## src/rtl/uart_rx_fc_defs.vh

```
// Constants for the receive holding path and flow control logic.
// Assumes inclusion by bare name from the design files only.
`ifndef UART_RX_FC_DEFS_VH
`define UART_RX_FC_DEFS_VH

// Receive buffer geometry
`define FIFO_DEPTH 64
`define FIFO_AW 6
`define FIFO_CW 7
`define ENTRY_W 11
`define TAG_W 3

// Control bit positions
`define FCR_FIFO_EN 0
`define MCR_RTS 1
`define LCR_WLEN_LO 0
`define EFR_ENH 4
`define EFR_SCD 5
`define EFR_ARTS 6
`define EFR_ACTS 7
`define IER_XOFF 5
`define IER_RTS 6
`define IER_CTS 7
`define EXTRA_FEATURE_CTRL_REG_MDROP 0
`define EXTRA_FEATURE_CTRL_REG_485 4
`define EXTRA_FEATURE_CTRL_REG_485INV 5

// Trigger levels count in groups of four characters
`define LEVEL_SHIFT 2

// Software flow mode encoding, per direction
`define SW_NONE 2'h0
`define SW_CH1 2'h1
`define SW_CH2 2'h2
`define SW_BOTH 2'h3

// Flow character register indices
`define CH_RESUME1 2'h0
`define CH_RESUME2 2'h1
`define CH_PAUSE1 2'h2
`define CH_PAUSE2 2'h3
`define CHAR_RESET 8'h00

// Flow character sender states, one-hot
`define ST_IDLE 3'h1
`define ST_FIRST 3'h2
`define ST_SECOND 3'h4

`endif

```

## src/rtl/rx_fifo64.v

```verilog
// Receive buffer: 64 entries of data byte plus error tags.
// Assumes the caller never pushes when full nor pops when empty.
`timescale 1ns/1ps
`default_nettype none
`include "uart_rx_fc_defs.vh"

module rx_fifo64 (
	input wire i_clk,
	input wire i_srst,
	input wire i_push,
	input wire [`ENTRY_W-1:0] i_data,
	input wire i_pop,
	output wire [`ENTRY_W-1:0] o_head,
	output wire [`FIFO_CW-1:0] o_count,
	output wire o_full
);
	reg [`ENTRY_W-1:0] mem [0:`FIFO_DEPTH-1];
	reg [`FIFO_AW-1:0] wr_ptr_reg;
	reg [`FIFO_AW-1:0] rd_ptr_reg;
	reg [`FIFO_CW-1:0] count_reg;

	// Storage, one entry per push
	always @(posedge i_clk) begin
		if (i_push)
			mem[wr_ptr_reg] <= i_data;
	end

	always @(posedge i_clk) begin
		if (i_srst) begin
			wr_ptr_reg <= {`FIFO_AW{1'b0}};
			rd_ptr_reg <= {`FIFO_AW{1'b0}};
			count_reg <= {`FIFO_CW{1'b0}};
		end else begin
			if (i_push)
				wr_ptr_reg <= wr_ptr_reg + 1'b1;
			if (i_pop)
				rd_ptr_reg <= rd_ptr_reg + 1'b1;
			if (i_push && !i_pop)
				count_reg <= count_reg + 1'b1;
			else if (i_pop && !i_push)
				count_reg <= count_reg - 1'b1;
		end
	end

	// Oldest entry always on view
	assign o_head = mem[rd_ptr_reg];
	assign o_count = count_reg;
	assign o_full = (count_reg == `FIFO_DEPTH);
endmodule // rx_fifo64

`default_nettype wire

```

## src/rtl/uart_rx_flow_control.v

```verilog
// Receive holding path, hardware and software flow control,
// special character detect, RS-485 direction and multidrop filter.
// Assumes received characters arrive at least two clocks apart and
// the transmitter pulses I_TX_CHAR_DONE after each stop bit.
`timescale 1ns/1ps
`default_nettype none
`include "uart_rx_fc_defs.vh"

// Notes on behaviour
// - Buffer holds 64 entries of byte plus tags
// - Holding output shows oldest buffered character
// - Read advances and refreshes status error tags
// - RTS rising edge sets flag, interrupts
// - RTS goes high at halt level
// - RTS returns low at resume level
// - Keep storing characters while RTS high
// - CTS high stops transmitter after current character
// - CTS going high sets flag, interrupts
// - Match off characters, halt after current character
// - Off match flags; on match resumes, clears
// - Reset clears four flow characters to zero
// - Double mode pairs characters; matches never stored
// - Send off/on characters at halt/resume levels
// - Special character stored and flagged
// - Comparisons use selected word length only
// - RS-485 direction idles high, low while sending
// - Extra feature bit inverts direction polarity
// - Multidrop when enabled without special detect
// - Disabled multidrop receiver drops data, keeps addresses
module uart_rx_flow_control (
	input wire I_CLK,
	input wire I_SRST,
	input wire I_RX_VALID,
	input wire [7:0] I_RX_DATA,
	input wire I_RX_PARITY_BIT,
	input wire [2:0] I_RX_ERR,
	input wire I_RX_ENABLE,
	input wire I_RHR_READ,
	input wire I_ISR_READ,
	input wire [7:0] I_FIFO_CONTROL_REG,
	input wire [7:0] I_ENHANCED_FEATURE_REG,
	input wire [7:0] I_EXTRA_FEATURE_CTRL_REG,
	input wire [7:0] I_MODEM_CONTROL_REG,
	input wire [7:0] I_INTERRUPT_ENABLE_REG,
	input wire [7:0] I_TRIGGER_CONTROL_REG,
	input wire [7:0] I_LINE_CONTROL_REG,
	input wire [3:0] I_SWFC_MODE,
	input wire I_CHAR_WE,
	input wire [1:0] I_CHAR_SEL,
	input wire [7:0] I_CHAR_WDATA,
	input wire I_CTS_N,
	input wire I_TX_PENDING,
	input wire I_TX_CHAR_DONE,
	input wire I_TX_FC_ACK,
	output reg [7:0] O_RX_HOLDING_REG,
	output reg [2:0] O_LINE_STATUS_ERR,
	output reg O_DATA_READY,
	output reg [6:0] O_RX_LEVEL,
	output reg O_RTS_N,
	output reg O_TX_ALLOW,
	output reg O_TX_FC_REQ,
	output reg [7:0] O_TX_FC_CHAR,
	output reg O_ISR_FLOW,
	output reg O_ISR_XOFF,
	output reg O_IRQ
);
	// Masked comparison at the selected word length
	function char_match;
		input [7:0] a;
		input [7:0] b;
		input [1:0] wl;
		reg [7:0] m;
		begin
			m = 8'hff >> (2'h3 - wl);
			char_match = ((a ^ b) & m) == 8'h00;
		end
	endfunction

	wire [7:0] enhanced_feature_reg = I_ENHANCED_FEATURE_REG;
	wire [7:0] extra_feature_ctrl_reg = I_EXTRA_FEATURE_CTRL_REG;
	wire [7:0] interrupt_enable_reg = I_INTERRUPT_ENABLE_REG;
	wire [1:0] wlen = I_LINE_CONTROL_REG[`LCR_WLEN_LO+1:`LCR_WLEN_LO];
	wire [1:0] rx_mode = I_SWFC_MODE[1:0];
	wire [1:0] tx_mode = I_SWFC_MODE[3:2];
	wire fifo_en = I_FIFO_CONTROL_REG[`FCR_FIFO_EN];

	// Flow control characters
	reg [7:0] char_reg [0:3];
	genvar gi;
	generate
		for (gi = 0; gi < 4; gi = gi + 1) begin : g_char
			always @(posedge I_CLK) begin
				if (I_SRST)
					char_reg[gi] <= `CHAR_RESET;
				else if (I_CHAR_WE && I_CHAR_SEL == gi)
					char_reg[gi] <= I_CHAR_WDATA;
			end
		end
	endgenerate

	wire [7:0] resume1 = char_reg[`CH_RESUME1];
	wire [7:0] resume2 = char_reg[`CH_RESUME2];
	wire [7:0] pause1 = char_reg[`CH_PAUSE1];
	wire [7:0] pause2 = char_reg[`CH_PAUSE2];

	// Receive buffer
	wire [`ENTRY_W-1:0] head;
	wire [`FIFO_CW-1:0] count;
	wire full;
	reg push;
	reg [`ENTRY_W-1:0] push_data;
	wire pop = I_RHR_READ && (count != {`FIFO_CW{1'b0}});
	wire room = fifo_en ? !full : (count == {`FIFO_CW{1'b0}});

	rx_fifo64 u_fifo (
		.i_clk(I_CLK),
		.i_srst(I_SRST),
		.i_push(push),
		.i_data(push_data),
		.i_pop(pop),
		.o_head(head),
		.o_count(count),
		.o_full(full)
	);

	wire [6:0] halt_lvl = {1'b0, I_TRIGGER_CONTROL_REG[3:0], 2'b00};
	wire [6:0] resume_lvl = {1'b0, I_TRIGGER_CONTROL_REG[7:4], 2'b00};
	wire at_halt = count >= halt_lvl;
	wire at_resume = count <= resume_lvl;

	// Receive filtering and flow character matching
	wire mdrop = extra_feature_ctrl_reg[`EXTRA_FEATURE_CTRL_REG_MDROP] && !enhanced_feature_reg[`EFR_SCD];
	wire accept = I_RX_VALID &&
		(I_RX_ENABLE || (mdrop && I_RX_PARITY_BIT));
	wire [2:0] tag = {I_RX_ERR[2:1],
		I_RX_ERR[0] | (mdrop & I_RX_PARITY_BIT)};
	wire [`ENTRY_W-1:0] rx_entry = {tag, I_RX_DATA};
	wire scd_hit = enhanced_feature_reg[`EFR_SCD] && char_match(I_RX_DATA, pause2, wlen);
	wire sw_rx = (rx_mode != `SW_NONE) && !scd_hit;
	wire m_p1 = char_match(I_RX_DATA, pause1, wlen);
	wire m_p2 = char_match(I_RX_DATA, pause2, wlen);
	wire m_r1 = char_match(I_RX_DATA, resume1, wlen);
	wire m_r2 = char_match(I_RX_DATA, resume2, wlen);

	reg hold_v_reg;
	reg hold_v_next;
	reg hold_off_reg;
	reg hold_off_next;
	reg [`ENTRY_W-1:0] hold_reg;
	reg [`ENTRY_W-1:0] hold_next;
	reg stage_v_reg;
	reg stage_v_next;
	reg [`ENTRY_W-1:0] stage_reg;
	reg [`ENTRY_W-1:0] stage_next;
	reg off_evt;
	reg on_evt;

	always @* begin
		hold_v_next = hold_v_reg;
		hold_off_next = hold_off_reg;
		hold_next = hold_reg;
		stage_v_next = 1'b0;
		stage_next = stage_reg;
		push = 1'b0;
		push_data = rx_entry;
		off_evt = 1'b0;
		on_evt = 1'b0;
		if (stage_v_reg) begin
			push = room;
			push_data = stage_reg;
		end
		if (accept) begin
			if (!sw_rx) begin
				push = room;
			end else if (rx_mode == `SW_CH1 || rx_mode == `SW_CH2) begin
				if (rx_mode == `SW_CH1 ? m_p1 : m_p2)
					off_evt = 1'b1;
				else if (rx_mode == `SW_CH1 ? m_r1 : m_r2)
					on_evt = 1'b1;
				else
					push = room;
			end else if (hold_v_reg && (hold_off_reg ? m_p2 : m_r2)) begin
				hold_v_next = 1'b0;
				off_evt = hold_off_reg;
				on_evt = !hold_off_reg;
			end else begin
				if (hold_v_reg) begin
					push = room;
					push_data = hold_reg;
				end
				hold_v_next = m_p1 || m_r1;
				hold_off_next = m_p1;
				hold_next = rx_entry;
				if (!(m_p1 || m_r1)) begin
					if (hold_v_reg) begin
						stage_v_next = 1'b1;
						stage_next = rx_entry;
					end else begin
						push = room;
					end
				end
			end
		end
		if (rx_mode != `SW_BOTH && !stage_v_reg && hold_v_reg) begin
			push = room;
			push_data = hold_reg;
			hold_v_next = 1'b0;
		end
	end

	always @(posedge I_CLK) begin
		if (I_SRST) begin
			hold_v_reg <= 1'b0;
			hold_off_reg <= 1'b0;
			hold_reg <= {`ENTRY_W{1'b0}};
			stage_v_reg <= 1'b0;
			stage_reg <= {`ENTRY_W{1'b0}};
		end else begin
			hold_v_reg <= hold_v_next;
			hold_off_reg <= hold_off_next;
			hold_reg <= hold_next;
			stage_v_reg <= stage_v_next;
			stage_reg <= stage_next;
		end
	end

	// Clear-to-send pin synchroniser
	reg cts_s1_reg;
	reg cts_s2_reg;
	reg cts_s3_reg;
	reg cts_lvl_reg;
	wire cts_lvl_next = (cts_s2_reg == cts_s3_reg) ? cts_s3_reg : cts_lvl_reg;

	always @(posedge I_CLK) begin
		if (I_SRST) begin
			cts_s1_reg <= 1'b0;
			cts_s2_reg <= 1'b0;
			cts_s3_reg <= 1'b0;
			cts_lvl_reg <= 1'b0;
		end else begin
			cts_s1_reg <= I_CTS_N;
			cts_s2_reg <= cts_s1_reg;
			cts_s3_reg <= cts_s2_reg;
			cts_lvl_reg <= cts_lvl_next;
		end
	end

	// Auto RTS and RS-485 direction
	reg rts_halt_reg;
	reg rts_halt_next;
	reg dir_tx_reg;
	reg dir_tx_next;
	reg rts_n_next;

	always @* begin
		rts_halt_next = rts_halt_reg;
		if (!enhanced_feature_reg[`EFR_ARTS])
			rts_halt_next = 1'b0;
		else if (at_halt && count != {`FIFO_CW{1'b0}})
			rts_halt_next = 1'b1;
		else if (at_resume)
			rts_halt_next = 1'b0;
		dir_tx_next = dir_tx_reg;
		if (!extra_feature_ctrl_reg[`EXTRA_FEATURE_CTRL_REG_485])
			dir_tx_next = 1'b0;
		else if (I_TX_PENDING)
			dir_tx_next = 1'b1;
		else if (I_TX_CHAR_DONE)
			dir_tx_next = 1'b0;
		if (extra_feature_ctrl_reg[`EXTRA_FEATURE_CTRL_REG_485])
			rts_n_next = !dir_tx_reg ^ extra_feature_ctrl_reg[`EXTRA_FEATURE_CTRL_REG_485INV];
		else
			rts_n_next = !I_MODEM_CONTROL_REG[`MCR_RTS] ||
				(enhanced_feature_reg[`EFR_ARTS] && rts_halt_reg);
	end

	// Flow character sender
	reg [2:0] st_reg;
	reg [2:0] st_next;
	reg send_off_reg;
	reg send_off_next;
	reg sent_off_reg;
	reg sent_off_next;
	reg [1:0] sel;

	always @* begin
		st_next = st_reg;
		send_off_next = send_off_reg;
		sent_off_next = sent_off_reg;
		case (st_reg)
		`ST_IDLE: begin
			if (tx_mode == `SW_NONE) begin
				sent_off_next = 1'b0;
			end else if (!sent_off_reg && at_halt &&
				count != {`FIFO_CW{1'b0}}) begin
				st_next = `ST_FIRST;
				send_off_next = 1'b1;
				sent_off_next = 1'b1;
			end else if (sent_off_reg && at_resume) begin
				st_next = `ST_FIRST;
				send_off_next = 1'b0;
				sent_off_next = 1'b0;
			end
		end
		`ST_FIRST: begin
			if (I_TX_FC_ACK)
				st_next = (tx_mode == `SW_BOTH) ? `ST_SECOND : `ST_IDLE;
		end
		`ST_SECOND: begin
			if (I_TX_FC_ACK)
				st_next = `ST_IDLE;
		end
		default: st_next = `ST_IDLE;
		endcase
		if (st_next == `ST_SECOND || tx_mode == `SW_CH2)
			sel = {send_off_next, 1'b1};
		else
			sel = {send_off_next, 1'b0};
	end

	// Flags, halt state and registered outputs
	reg xoff_halt_reg;
	wire xoff_halt_next = off_evt ? 1'b1 : (on_evt ? 1'b0 : xoff_halt_reg);
	wire enh = enhanced_feature_reg[`EFR_ENH];
	wire rts_rise = rts_n_next && !O_RTS_N && interrupt_enable_reg[`IER_RTS] && enh;
	wire cts_rise = cts_lvl_next && !cts_lvl_reg && interrupt_enable_reg[`IER_CTS] && enh;
	wire x_set = interrupt_enable_reg[`IER_XOFF] && (off_evt || (accept && scd_hit));
	wire isr_flow_next = rts_rise || cts_rise || (O_ISR_FLOW && !I_ISR_READ);
	wire isr_xoff_next = x_set ||
		(O_ISR_XOFF && !on_evt && !I_ISR_READ);
	wire tx_ok = !(enhanced_feature_reg[`EFR_ACTS] && cts_lvl_next) &&
		!xoff_halt_next &&
		!(extra_feature_ctrl_reg[`EXTRA_FEATURE_CTRL_REG_485] && !dir_tx_reg) &&
		(st_next == `ST_IDLE);

	always @(posedge I_CLK) begin
		if (I_SRST) begin
			rts_halt_reg <= 1'b0;
			dir_tx_reg <= 1'b0;
			st_reg <= `ST_IDLE;
			send_off_reg <= 1'b0;
			sent_off_reg <= 1'b0;
			xoff_halt_reg <= 1'b0;
			O_RX_HOLDING_REG <= 8'h00;
			O_LINE_STATUS_ERR <= 3'h0;
			O_DATA_READY <= 1'b0;
			O_RX_LEVEL <= 7'h00;
			O_RTS_N <= 1'b1;
			O_TX_ALLOW <= 1'b0;
			O_TX_FC_REQ <= 1'b0;
			O_TX_FC_CHAR <= 8'h00;
			O_ISR_FLOW <= 1'b0;
			O_ISR_XOFF <= 1'b0;
			O_IRQ <= 1'b0;
		end else begin
			rts_halt_reg <= rts_halt_next;
			dir_tx_reg <= dir_tx_next;
			st_reg <= st_next;
			send_off_reg <= send_off_next;
			sent_off_reg <= sent_off_next;
			xoff_halt_reg <= xoff_halt_next;
			O_RX_HOLDING_REG <= head[7:0];
			O_LINE_STATUS_ERR <= (count != {`FIFO_CW{1'b0}}) ?
				head[`ENTRY_W-1:8] : 3'h0;
			O_DATA_READY <= (count != {`FIFO_CW{1'b0}});
			O_RX_LEVEL <= count;
			O_RTS_N <= rts_n_next;
			O_TX_ALLOW <= tx_ok;
			O_TX_FC_REQ <= (st_next != `ST_IDLE);
			O_TX_FC_CHAR <= char_reg[sel];
			O_ISR_FLOW <= isr_flow_next;
			O_ISR_XOFF <= isr_xoff_next;
			O_IRQ <= isr_flow_next || isr_xoff_next;
		end
	end
endmodule // uart_rx_flow_control

`default_nettype wire

```

## config.mk

```make
export PLATFORM = sky130hd
export DESIGN_NAME = uart_rx_flow_control
export DESIGN_NICKNAME = d
export VERILOG_FILES = /design/src/rtl/rx_fifo64.v /design/src/rtl/uart_rx_flow_control.v
export VERILOG_INCLUDE_DIRS = /design/src /design/src/rtl
export SDC_FILE = /design/constraint.sdc
export NUM_CORES = 1
export LEC_CHECK = 0
export BUFFER_PORTS_ARGS = -buffer_cell sky130_fd_sc_hd__buf_2
export CORE_AREA = 2 2 299 301
export CTS_CLUSTER_DIAMETER = 100
export DETAILED_ROUTE_END_ITERATION = 8
export DIE_AREA = 0 0 301 303
export GPL_ROUTABILITY_DRIVEN = 0
export REMOVE_ABC_BUFFERS = 1
export SYNTH_ARGS = -nofsm -noshare
export SYNTH_HDL_FRONTEND = slang
export SYNTH_SLANG_ARGS = --single-unit
export TNS_END_PERCENT = 5
```

## constraint.sdc

```tcl
create_clock -name I_CLK -period 7.7 [get_ports I_CLK]
set_input_delay 0.385 -clock I_CLK [delete_from_list [all_inputs] [get_ports I_CLK]]
set_output_delay 0.385 -clock I_CLK [all_outputs]
set_load 0.01 [all_outputs]
```

==> reports/qor.csv <==
metric,value,unit
crit-path max FO,73,
net count reported at finish,1965,
Worst-path clk slew,0.06,ns
CP max-delay cell,buf_4,
setup violators final,0,
maximum VDD drop,0.222,mV
later-pin clock latency in the skew report,0.62,ns
number of global-route vias before repair,16300,
sequential area share after synthesis,0.726,
TritonCTS clock tree,built,
first-pass GRT wire length,105,mm
Port Buf Inserts,91,
share of layout cells above drive strength 1,0.291,
worst slew pin tran,1.11,ns
setup TNS,0,ns
WL/cell,22.4,µm
Rows,109,
PwrDens,298,nW/µm²
largest net degree at the start of global routing,130,
CP max stage delay,0.60,ns
CTS root buf,clkbuf_16,
DP Area,35300,µm²
FILL cells,7592,
TritonRoute pass-1 iters,8,
area grow syn2layout,15.2,%
via count,16087,
DRT antenna net count,0,
n_diodes,0,
initial antenna violation count,3,
"most common cell after layout, fill and taps aside",edfxtp_1,
Die Y,303,µm
max reg flops,704,
Startpoint Class,flip-flop,
multi-input combinational cell area,8660,µm²
critical path class,flip-flop to flip-flop,
Final Hold Vio Count,0,
grt total ovfl,0,
met1 global-route usage,0.214,
TritonCTS Sinks,831,
"Avg Cell Area, Syn",19.5,µm²
Starting Density,0.376,
Worst Clk Skew,0.0272,ns
cell leakage power,0.0121,µW
Setup Buffers After CTS,0,
Buf/Inv on CP,3,
most frequent cells in the layout,"edfxtp_1, mux4_2, dfxtp_1",
CORE AREA,88000,µm²
Post-synth EDFFs,736,
Die Wd,301,µm
RSZ-0062 raised after global routing,false,
Final Cell Area,38100,µm²
post-cts gate resize count,0,
final core utilization,0.433,
num ports,126,
Die Area,91200,µm²
flop and latch count out of synthesis,831,
synth warn,0,
total wire length,68.9,mm
async set or reset register ratio after synthesis,0,
met2 Usage GRT,0.248,
detailed placer's ending HPWL,42.8,mm
Clock H-tree levels,3,
post-synthesis cell count,1695,
Storage cell area,24000,µm²
Vias/cell,5.22,
Yosys cell types,59,
dpl ws,2.69,ns
max cap viols,0,
critical path data required time,8.22,ns
Final min period,4.77,ns
setup ws final,2.93,ns
total track usage,0.152,
grt peak-use layer,met2,
clk buf depth,3,
cell family with most CP delay,compound AO/OA/AOI/OAI gates,
Slew Limit Fails,0,
fin crit share,0.620,
area of the mapped netlist,33100,µm²
Inserted Clock Buffers,82,
worst path cell trace,"xor2_1, nor3_1, nand3_1, mux2i_1, o311ai_1, o21ai_4, buf_4, inv_1, ha_1, inv_1, ha_1, a21o_1, a21oi_1, o21bai_1, a21oi_1, xnor2_1, or3_1, a21oi_1",
Main synth FF type,edfxtp_1,
GR Util met3,0.0269,
DRC viols,0,
CP most frequent cell,a21oi_1,
Critical Path Sink Type,flip-flop,
worst hold slack,0.0378,ns
fmax,0.210,GHz
1st-iter DRT viols,1386,
status,"finished, final reports clean",
worst min-delay path class,input pin to flip-flop,
CP Data Arrival Time,5.30,ns
max_slew headroom,0.258,
==> power breakdown <==
part           switching, µW  internal (µW)
Sequential               145           5020
Combinational           1080           1040
Clock                   1640           2440
Total                   2870           8490
==> per-stage QoR <==
step / std cells / power [µW]
floorplan: 1592 / 7060
global placement: 2931 / 7390
CTS: 3082 / 11500
detailed placement: 2931 / 7430
finish: 3082 / 11400
global route: 3082 / 11800
==> routing by layer <==
metal  share of wire  vias to the layer above
met1            0.44                     8452
met3           0.048                       98
met4           0.018                        4
met5         0.00028                        -
met2            0.49                      376
li1                -                     7157
==> synth_stat cells, types with 2 or more instances <==
| master | number | area share |
|---|---|---|
| o22ai_1 | 10 | 0.0019 |
| ha_1 | 20 | 0.0076 |
| o21bai_1 | 4 | 0.00091 |
| a2bb2oi_1 | 3 | 0.00079 |
| edfxtp_1 | 736 | 0.67 |
| o21a_1 | 2 | 0.00045 |
| and2_1 | 36 | 0.0068 |
| nand4_1 | 3 | 0.00057 |
| nor2_1 | 59 | 0.0067 |
| dfxtp_1 | 95 | 0.057 |
| mux2i_1 | 49 | 0.015 |
| nor2b_1 | 25 | 0.0047 |
| a21oi_1 | 26 | 0.0039 |
| or3b_2 | 4 | 0.0011 |
| nand2_1 | 30 | 0.0034 |
| o211ai_1 | 4 | 0.00091 |
| xor2_1 | 42 | 0.011 |
| a21o_1 | 4 | 0.00091 |
| or3_1 | 6 | 0.0011 |
| clkbuf_1 | 58 | 0.0066 |
| nand2b_1 | 8 | 0.0015 |
| xnor2_1 | 4 | 0.0011 |
| a31oi_1 | 2 | 0.00038 |
| nor3b_1 | 5 | 0.0011 |
| o21ai_0 | 21 | 0.0032 |
| buf_1 | 16 | 0.0018 |
| nand3_1 | 7 | 0.0011 |
| mux4_2 | 231 | 0.16 |
| inv_1 | 27 | 0.0031 |
| nand3b_1 | 5 | 0.0011 |
| buf_4 | 12 | 0.0027 |
| o21ai_1 | 4 | 0.00061 |
| a31o_2 | 4 | 0.0011 |
| or2_2 | 8 | 0.0015 |
| nor4_1 | 2 | 0.00038 |
| a211oi_1 | 8 | 0.0018 |
| nor3_1 | 79 | 0.012 |
| buf_2 | 15 | 0.0023 |
==> worst paths after layout <==
check / endpoint / startpoint / cells after the start / slack [ns]
hold reg to reg: cts_s2_reg / cts_s1_reg / 1 / 0.44
setup / recovery: u_fifo.o_count[6] / char_reg[3][1] / 18 / 2.93
setup reg to reg: u_fifo.o_count[6] / char_reg[3][1] / 18 / 2.93
hold / removal: O_ISR_XOFF / I_SRST / 2 / 0.04
==> cell families after synthesis <==
| kind of cell | after synthesis | synth area share |
|---|---|---|
| compound gates | 104 | 0.0203 |
| xor+xnor | 46 | 0.0122 |
| fa+ha+maj | 22 | 0.00847 |
| buf+inv | 130 | 0.0169 |
| flops | 831 | 0.726 |
| mux | 281 | 0.172 |
| simple gates | 281 | 0.0440 |
==> what timing repair did <==
item,CTS,global route
endpoints found under the setup margin,0,0
hold endpoints to repair,1,0
hold buffers,1,0
==> cell type report <==
| class | instances | share of cell area |
|---|---|---|
| multi-input cells | 734 | 0.227 |
| clock inverters | 31 | 0.0102 |
| inverters | 27 | 0.00266 |
| flip-flops and latches | 831 | 0.630 |
| clock buffers | 119 | 0.0621 |
| well taps | 1165 | 0.0383 |
| repair buffers | 175 | 0.0293 |
(Power assumes the default switching activity.)
